--- src/sit_pkg.sv ---
package sit_pkg;

  // Fixed target address and read value of the direction bit in the first byte.
  localparam logic [6:0] DEV_ADDR      = 7'h38;
  localparam logic       DIR_READ      = 1'h1;
  localparam int         BYTE_BITS     = 8;
  localparam logic [3:0] ACK_BIT_POS   = 4'h8;

  // Timing in its own units, then in clock cycles of the 50 ns clock.
  localparam int         CLK_PERIOD_NS = 50;
  localparam int         TX_DELAY_NS   = 200;
  localparam int         POWERUP_MS    = 20;
  localparam int         TX_DLY_CYC    = TX_DELAY_NS / CLK_PERIOD_NS;
  localparam int         PWRUP_CYC     = POWERUP_MS * 1000000 / CLK_PERIOD_NS;
  localparam int         DLY_W         = 3;
  localparam int         PWR_W         = 20;

  // Idle level of the released open-drain lines.
  localparam logic       LINE_IDLE     = 1'h1;

  typedef enum logic [2:0] {
    st_power,
    st_idle,
    st_addr,
    st_addr_ack,
    st_wr,
    st_wr_ack,
    st_rd,
    st_rd_ack
  } sit_state_type;

endpackage

--- src/sit_target.sv ---
// Summary of operation
// - Static logic, no minimum SCL rate, even stopped.
// - Sample SDA on each SCL rising edge.
// - Read bits driven after SCL low, held.
// - SDA output lags SCL fall by 300-350ns (synchroniser plus 200ns count).
// - Lines only pulled low, pull-up releases.
// - Idle within 20 ms after power-up.
// - Transfers framed by host Start and Stop.
// - First byte: address 0x38 plus direction.
// - Acknowledge received byte after eighth falling edge.
`timescale 1ns/1ps
module sit_target
  import sit_pkg::*;
#(
  parameter int POWERUP_CYC = PWRUP_CYC
) (
  input  wire logic       clock,
  input  wire logic       rst,
  input  wire logic       scl_line,
  output logic            scl_drive,
  output logic            scl_oe,
  input  wire logic       sda_line,
  output logic            sda_drive,
  output logic            sda_oe,
  output logic      [7:0] rx_data,
  output logic            rx_valid,
  input  wire logic       rx_ready,
  input  wire logic [7:0] tx_data,
  input  wire logic       tx_valid,
  output logic            tx_ready,
  output logic            bus_busy,
  output logic            link_ready
);

  // Two-flop synchronisers; the *_m flops feed only the next stage.
  logic             scl_m;
  logic             scl_s;
  logic             scl_q;
  logic             sda_m;
  logic             sda_s;
  logic             sda_q;

  sit_state_type    state;
  sit_state_type    next_state;
  logic       [3:0] bit_cnt;
  logic       [3:0] next_bit_cnt;
  logic       [7:0] shreg;
  logic       [7:0] next_shreg;
  logic       [7:0] txbyte;
  logic       [7:0] next_txbyte;
  logic             rw;
  logic             next_rw;
  logic             host_nack;
  logic             next_host_nack;
  logic             pend_oe;
  logic             next_pend_oe;
  logic [DLY_W-1:0] dly_cnt;
  logic [DLY_W-1:0] next_dly_cnt;
  logic             next_sda_oe;
  logic             next_bus_busy;
  logic             next_link_ready;
  logic             next_tx_ready;
  logic [PWR_W-1:0] pwr_cnt;
  logic [PWR_W-1:0] next_pwr_cnt;

  logic             scl_rise;
  logic             scl_fall;
  logic             start_det;
  logic             stop_det;
  logic             sched;
  logic             sched_oe;
  logic             push;
  logic             push_ready;

  // Edges are found by oversampling SCL, so no SCL rate is too slow.
  assign scl_rise  = scl_s && !scl_q;
  assign scl_fall  = !scl_s && scl_q;
  assign start_det = scl_s && scl_q && sda_q && !sda_s;
  assign stop_det  = scl_s && scl_q && !sda_q && sda_s;

  sit_buf #(
    .WIDTH(BYTE_BITS)
  ) u_rx_buf (
    .clock    (clock),
    .rst      (rst),
    .in_data  (shreg),
    .in_valid (push),
    .in_ready (push_ready),
    .out_data (rx_data),
    .out_valid(rx_valid),
    .out_ready(rx_ready)
  );

  always_comb begin
    next_state      = state;
    next_bit_cnt    = bit_cnt;
    next_shreg      = shreg;
    next_txbyte     = txbyte;
    next_rw         = rw;
    next_host_nack  = host_nack;
    next_pend_oe    = pend_oe;
    next_dly_cnt    = dly_cnt;
    next_sda_oe     = sda_oe;
    next_bus_busy   = bus_busy;
    next_link_ready = link_ready;
    next_tx_ready   = 1'h0;
    next_pwr_cnt    = pwr_cnt;
    sched           = 1'h0;
    sched_oe        = 1'h0;
    push            = 1'h0;

    // Bus activity before the power-up wait ends is ignored entirely.
    if (state == st_power) begin
      if (pwr_cnt == PWR_W'(POWERUP_CYC - 1)) begin
        next_state      = st_idle;
        next_link_ready = 1'h1;
      end else begin
        next_pwr_cnt = pwr_cnt + 1'h1;
      end
    end else if (start_det || stop_det) begin
      next_bit_cnt  = '0;
      next_shreg    = '0;
      next_sda_oe   = 1'h0;
      next_dly_cnt  = '0;
      next_bus_busy = start_det;
      next_state    = start_det ? st_addr : st_idle;
    end else begin
      if (dly_cnt != '0) begin
        next_dly_cnt = dly_cnt - 1'h1;
        if (dly_cnt == DLY_W'(1)) begin
          next_sda_oe = pend_oe;
        end
      end
      if (scl_rise) begin
        next_shreg   = {shreg[6:0], sda_s};
        next_bit_cnt = bit_cnt + 1'h1;
        if (state == st_rd_ack) begin
          next_host_nack = sda_s;
        end
      end
      if (scl_fall) begin
        case (state)
          st_addr: begin
            if (bit_cnt == ACK_BIT_POS) begin
              next_rw = shreg[0];
              if (shreg[7:1] == DEV_ADDR) begin
                next_state = st_addr_ack;
                sched      = 1'h1;
                sched_oe   = 1'h1;
              end else begin
                next_state = st_idle;
              end
            end
          end
          st_addr_ack, st_rd_ack: begin
            next_bit_cnt = '0;
            sched        = 1'h1;
            if (state == st_rd_ack && host_nack) begin
              next_state = st_idle;
            end else if (state == st_addr_ack && rw != DIR_READ) begin
              next_state = st_wr;
            end else begin
              // An empty transmit side returns all ones rather than stall SCL.
              next_txbyte   = tx_valid ? tx_data : 8'hff;
              next_tx_ready = tx_valid;
              sched_oe      = tx_valid ? !tx_data[7] : 1'h0;
              next_state    = st_rd;
            end
          end
          st_wr: begin
            if (bit_cnt == ACK_BIT_POS) begin
              // A full buffer is refused with a missing acknowledge.
              push = 1'h1;
              if (push_ready) begin
                next_state = st_wr_ack;
                sched      = 1'h1;
                sched_oe   = 1'h1;
              end else begin
                next_state = st_idle;
              end
            end
          end
          st_wr_ack: begin
            next_bit_cnt = '0;
            next_state   = st_wr;
            sched        = 1'h1;
          end
          st_rd: begin
            sched = 1'h1;
            if (bit_cnt == ACK_BIT_POS) begin
              next_state = st_rd_ack;
            end else begin
              sched_oe = !txbyte[3'(7 - bit_cnt)];
            end
          end
          default: begin
          end
        endcase
      end
      if (sched) begin
        next_pend_oe = sched_oe;
        next_dly_cnt = DLY_W'(TX_DLY_CYC);
      end
    end
  end

  always_ff @(posedge clock) begin
    if (rst) begin
      scl_m      <= LINE_IDLE;
      scl_s      <= LINE_IDLE;
      scl_q      <= LINE_IDLE;
      sda_m      <= LINE_IDLE;
      sda_s      <= LINE_IDLE;
      sda_q      <= LINE_IDLE;
      state      <= st_power;
      bit_cnt    <= '0;
      shreg      <= '0;
      txbyte     <= '0;
      rw         <= 1'h0;
      host_nack  <= 1'h0;
      pend_oe    <= 1'h0;
      dly_cnt    <= '0;
      sda_oe     <= 1'h0;
      sda_drive  <= 1'h0;
      scl_drive  <= 1'h0;
      scl_oe     <= 1'h0;
      bus_busy   <= 1'h0;
      link_ready <= 1'h0;
      tx_ready   <= 1'h0;
      pwr_cnt    <= '0;
    end else begin
      scl_m      <= scl_line;
      scl_s      <= scl_m;
      scl_q      <= scl_s;
      sda_m      <= sda_line;
      sda_s      <= sda_m;
      sda_q      <= sda_s;
      state      <= next_state;
      bit_cnt    <= next_bit_cnt;
      shreg      <= next_shreg;
      txbyte     <= next_txbyte;
      rw         <= next_rw;
      host_nack  <= next_host_nack;
      pend_oe    <= next_pend_oe;
      dly_cnt    <= next_dly_cnt;
      sda_oe     <= next_sda_oe;
      // Open drain: the data driven is always low, only the enable moves.
      sda_drive  <= 1'h0;
      scl_drive  <= 1'h0;
      scl_oe     <= 1'h0;
      bus_busy   <= next_bus_busy;
      link_ready <= next_link_ready;
      tx_ready   <= next_tx_ready;
      pwr_cnt    <= next_pwr_cnt;
    end
  end

endmodule

--- src/sit_buf.sv ---
`timescale 1ns/1ps
module sit_buf
  import sit_pkg::*;
#(
  parameter int WIDTH = 8
) (
  input  wire logic             clock,
  input  wire logic             rst,
  input  wire logic [WIDTH-1:0] in_data,
  input  wire logic             in_valid,
  output logic                  in_ready,
  output logic      [WIDTH-1:0] out_data,
  output logic                  out_valid,
  input  wire logic             out_ready
);

  // Two slots: the head drives the outputs directly from flops, the tail
  // catches the one word that may arrive while the head is stalled.
  logic [WIDTH-1:0] tail_data;
  logic             tail_valid;
  logic [WIDTH-1:0] next_out_data;
  logic             next_out_valid;
  logic [WIDTH-1:0] next_tail_data;
  logic             next_tail_valid;

  assign in_ready = !tail_valid;

  always_comb begin
    next_out_data   = out_data;
    next_out_valid  = out_valid;
    next_tail_data  = tail_data;
    next_tail_valid = tail_valid;
    if (out_valid && out_ready) begin
      next_out_valid  = tail_valid;
      next_out_data   = tail_data;
      next_tail_valid = 1'h0;
    end
    if (in_valid && !tail_valid) begin
      if (!next_out_valid) begin
        next_out_valid = 1'h1;
        next_out_data  = in_data;
      end else begin
        next_tail_valid = 1'h1;
        next_tail_data  = in_data;
      end
    end
  end

  always_ff @(posedge clock) begin
    if (rst) begin
      out_data   <= '0;
      out_valid  <= 1'h0;
      tail_data  <= '0;
      tail_valid <= 1'h0;
    end else begin
      out_data   <= next_out_data;
      out_valid  <= next_out_valid;
      tail_data  <= next_tail_data;
      tail_valid <= next_tail_valid;
    end
  end

endmodule

--- config.mk ---
export PLATFORM = sky130hd
export DESIGN_NAME = sit_target
export DESIGN_NICKNAME = d
export VERILOG_FILES = /design/src/sit_pkg.sv /design/src/sit_target.sv /design/src/sit_buf.sv
export SDC_FILE = /design/constraint.sdc
export NUM_CORES = 1
export LEC_CHECK = 0
export ABC_CLOCK_PERIOD_IN_PS = 2300
export BUFFER_PORTS_ARGS = -buffer_cell sky130_fd_sc_hd__buf_2
export CORE_ASPECT_RATIO = 0.7
export CORE_MARGIN = 3
export CORE_UTILIZATION = 32
export DETAILED_ROUTE_END_ITERATION = 6
export PLACE_DENSITY = 0.58
export SETUP_SLACK_MARGIN = 0.15
export SLEW_MARGIN = 20
export SYNTH_ARGS = -nofsm -noshare
export SYNTH_HDL_FRONTEND = slang
export SYNTH_SLANG_ARGS = --single-unit
--- constraint.sdc ---
create_clock -name clock -period 2.3 [get_ports clock]
set_clock_uncertainty 0.15 [all_clocks]
set_input_delay 0.46 -clock clock [delete_from_list [all_inputs] [get_ports clock]]
set_output_delay 0.46 -clock clock [all_outputs]
set_load 0.005 [all_outputs]
==> results <==
- The flow ran to the end, and the final reports show no timing, DRC or antenna violations.
- The time the final worst path needs with I/O delays and setup is 1.96 ns.
- The residual DRC count is 0.
- The synthesized design spends more area on one cell type than any other, namely sky130_fd_sc_hd__dfxtp_1.
- Yosys printed 0 warnings.
- Counting flops with a built-in enable in the synthesized netlist gives 0.
- The share of synthesized area in the top cell type comes to 0.422.
- The worst register-to-register path has a setup slack of 0.34 ns.
- The detailed router finished its first iteration with 200 violations.
- The switching power is 582 uW.
- Data on the critical path is required at its endpoint by ~2.4 ns.
- In the layout the commonest cells are sky130_fd_sc_hd__dfxtp_1, sky130_fd_sc_hd__nor2_1, sky130_fd_sc_hd__nand2_1.
- The worst-margin pin slew is 0.518 ns.
- On the final layout, the worst hold slack is 0.152 ns.
- The width of the die is 134 um.
- Setup repair after global routing left no endpoint under its margin.
- The number of endpoints failing setup at the final stage is 0.
- At the later pin of the worst-skew pair, clock insertion delay measures 0.33 ns.
- The number of pins with negative max-slew slack in the final report is 0.
- The share of the cycle needed by the critical path after routing is 0.851.
- The pin count of the biggest net entering global routing is 36.
- The number of max-capacitance violations reported is 0.
- The number of buffers created by CTS is 9.
- The fraction of power consumed by sequential logic is 0.474.
- Compared with the post-synthesis result, the final layout area differs by 18.5%.
- The height of the die is approximately 95 um.
- Row generation in the floorplan step produced 31 rows.
- The class of the tightest hold or removal check is primary input to flip-flop.
- The number of antenna diodes in the final layout is 0.
- In this run, synthesis produced a sequential element count of 77.
- The overall track demand over capacity in global routing is 0.135.
- The setup slack after layout is 0.343 ns.
- The cell count after synthesis is 423.
- In the final routed layout, each cell accounts on average for approximately 13 um.
- The ratio of routed vias to standard cells is slightly above 5.
- The total global routing overflow is 0.
- The HPWL after detailed placement is 5710 um.
- The initial antenna violation count is 0.
- The via count is a little over 3000.
- The clock passes through at most 2 buffers.
- The number of detailed-routing iterations run before antenna repair is 4.
- TritonCTS built the clock tree.
- The number of global-route vias before repair is 2868.
- The number of placed I/O pins is 30.
- After synthesis, the cell types taking the most area are sky130_fd_sc_hd__dfxtp_1, sky130_fd_sc_hd__nor2_1, sky130_fd_sc_hd__mux2i_1.
- The critical path contains buffers and inverters numbering 0 combined.
- The total of buffers placed on input and output ports is 26.
- The critical path endpoint category is a flip-flop.
- The top fanout value on the critical path is 6.
- The setup path with the least slack is of type flip-flop to flip-flop.
- Counting the fill cells in the layout gives 1082.
- The share of layout cells above drive strength 1 is 0.186.
- The endpoint arrival time on the critical path is 2.06 ns.
- The total number of H-tree levels is 3.
- The most frequently used flop master after synthesis is sky130_fd_sc_hd__dfxtp_1.
- The proportion of synthesized chip area in sequential cells is 0.422.
- At the end of the flow the core is filled with cells to 0.403.
- The floorplan step defined a die boundary enclosing 12700 um^2.
- The region available for standard cell placement spans 10700 um^2.
- The combinational cell fraction of total power is 0.028.
- In this run, distinct cell masters in the synthesized netlist total 62.
- CTS saw 77 sinks.
- The number of instances in the placed design is 585.
- The synthesized area per cell is 8.63 um^2.
- For this block, the routed nets add up to around 8100 um of wire.
- The effective utilization at floorplan is 0.340.
- The first global-routing pass estimated 14000 um of wire.
- The element type at the critical path start is a flip-flop.
- The final antenna-violating net count is 0.
- The largest single stage delay on the critical path is about 0.6 ns.
- The cell internal power dissipation is 2270 uW.
- The number of hold violations in the final report is 0.
- For this run, the post-layout net count is 472.
- Leaving out filler cells and counting taps, the final layout contains 604.
- Headroom to the max-slew limit came out at 0.652.
- The buffer cell driving the clock tree root is sky130_fd_sc_hd__clkbuf_16.
- For this run, asynchronously set or reset flops after synthesis account for 0.
- The worst-case IR drop observed on VDD is 0.321 mV.
- Adding up every negative setup slack in the final design gives 0 ns.
- The standard cell with the maximum stage delay on the critical path is sky130_fd_sc_hd__mux4_1.
- The cell family contributing the most delay on the critical path is multiplexers.
- Of the total power, the share spent switching nets is 0.204.
- The pre-CTS setup slack is 0.160 ns.
- After clock tree synthesis, the clock-pin slew on the worst setup and hold paths is approximately 0.060 ns.
- At the end of routability-driven placement, the weighted congestion stood at 0.876.
- The power density normalized to cell area is 659 nW/um^2.
- After synthesis the cells add up to roughly 3700 um^2.
- The part of the total power dissipated in the clock network is 0.498.
- Summed over all cells, the static leakage comes to 0.00170 uW.
- Traced cell by cell, the critical path runs through mux4_1 > mux2_4 > nor4_2 > nor3_1 > a211oi_1.
- The library cell used most frequently in the layout, excluding fill and tap cells, is sky130_fd_sc_hd__dfxtp_1.
- The maximum frequency from static timing analysis is roughly 500 MHz.
-- registers in the layout (all words and copies together), names as in the netlist, 3 cells and up --
| name | count |
|---|---|
| bit_cnt | 4 |
| dly_cnt | 3 |
| pwr_cnt | 20 |
| shreg | 8 |
| state | 3 |
| txbyte | 8 |
| u_rx_buf.out_data | 8 |
| u_rx_buf.tail_data | 8 |
-- metal layers --
| metal | global-route usage | vias up | routed length [um] |
|---|---|---|---|
| li1 | - | 1577 | - |
| met1 | 0.195 | 1396 | 4420 |
| met2 | 0.185 | 62 | 3120 |
| met3 | 0.0443 | 11 | 419 |
| met4 | 0.0548 | 0 | 128 |
| met5 | 0 | - | 0 |
-- repair_timing --
action,CTS,global route
setup buffers,0,4
hold buffers,0,0
setup endpoints to repair,0,31
gates resized for setup,0,7
-- path summary, 6_finish.rpt --
path | startpoint | endpoint | cells past startpoint
setup / recovery | bit_cnt[1] | pend_oe | 5
hold / removal | sda_line | sda_m | 2
setup reg to reg | bit_cnt[1] | pend_oe | 5
hold reg to reg | sda_m | sda_s | 1
-- Yosys cell counts, drive strengths merged, types with 2 or more instances --
library cell	number
nor2	64
dfxtp	77
nand3	10
ha	6
and3b	3
o21ai	23
a21o	2
o21bai	2
nor2b	5
inv	16
or3	10
a211oi	10
o31ai	3
nand2	29
nand2b	3
nor4	4
a22oi	8
o211ai	2
nand4	12
or4	3
a21oi	26
clkbuf	13
nor3	11
o21a	2
mux2	2
or2	9
xor2	5
mux2i	20
buf	14
mux4	2
a311oi	9
a31oi	2
-- logic make-up after synthesis --
family	after synthesis	synth area share
AOI/OAI and AO/OA	95	0.170
buffers and inverters	43	0.0541
DFF	77	0.422
xor gates and xnor gates	6	0.0144
and+or+nand+nor	171	0.242
adders and majority gates	6	0.0206
other	1	0.00103
muxes	24	0.0764
-- stage by stage --
step | instance area [um^2] | power [uW]
6_report | 4330 | 2850
5_1_grt | 4330 | 2960
4_1_cts | 4250 | 2890
3_5_place_dp | 3950 | 1460
3_3_place_gp | 3950 | 1460
2_1_floorplan | 3660 | 1430
-- power groups by stage --
stage	logic, uW	registers, uW	clock network [uW]
2_1_floorplan	55.3	1380	0
3_3_place_gp	78.4	1380	0
3_5_place_dp	79.5	1380	0
4_1_cts	80.1	1350	1460
5_1_grt	90.3	1350	1510
6_report	80.8	1350	1420
-- cell type report --
| cell class | instances | area (um^2) | area share |
|---|---|---|---|
| clock buffers | 12 | 256 | 0.0593 |
| well taps | 148 | 185 | 0.0428 |
| inverters | 16 | 60.1 | 0.0139 |
| repair buffers | 43 | 295 | 0.0683 |
| clock inverters | 3 | 43.8 | 0.0101 |
| flip-flops and latches | 77 | 1550 | 0.358 |
| multi-input cells | 305 | 1940 | 0.448 |
Note: power is estimated with default switching activity, not from simulation.
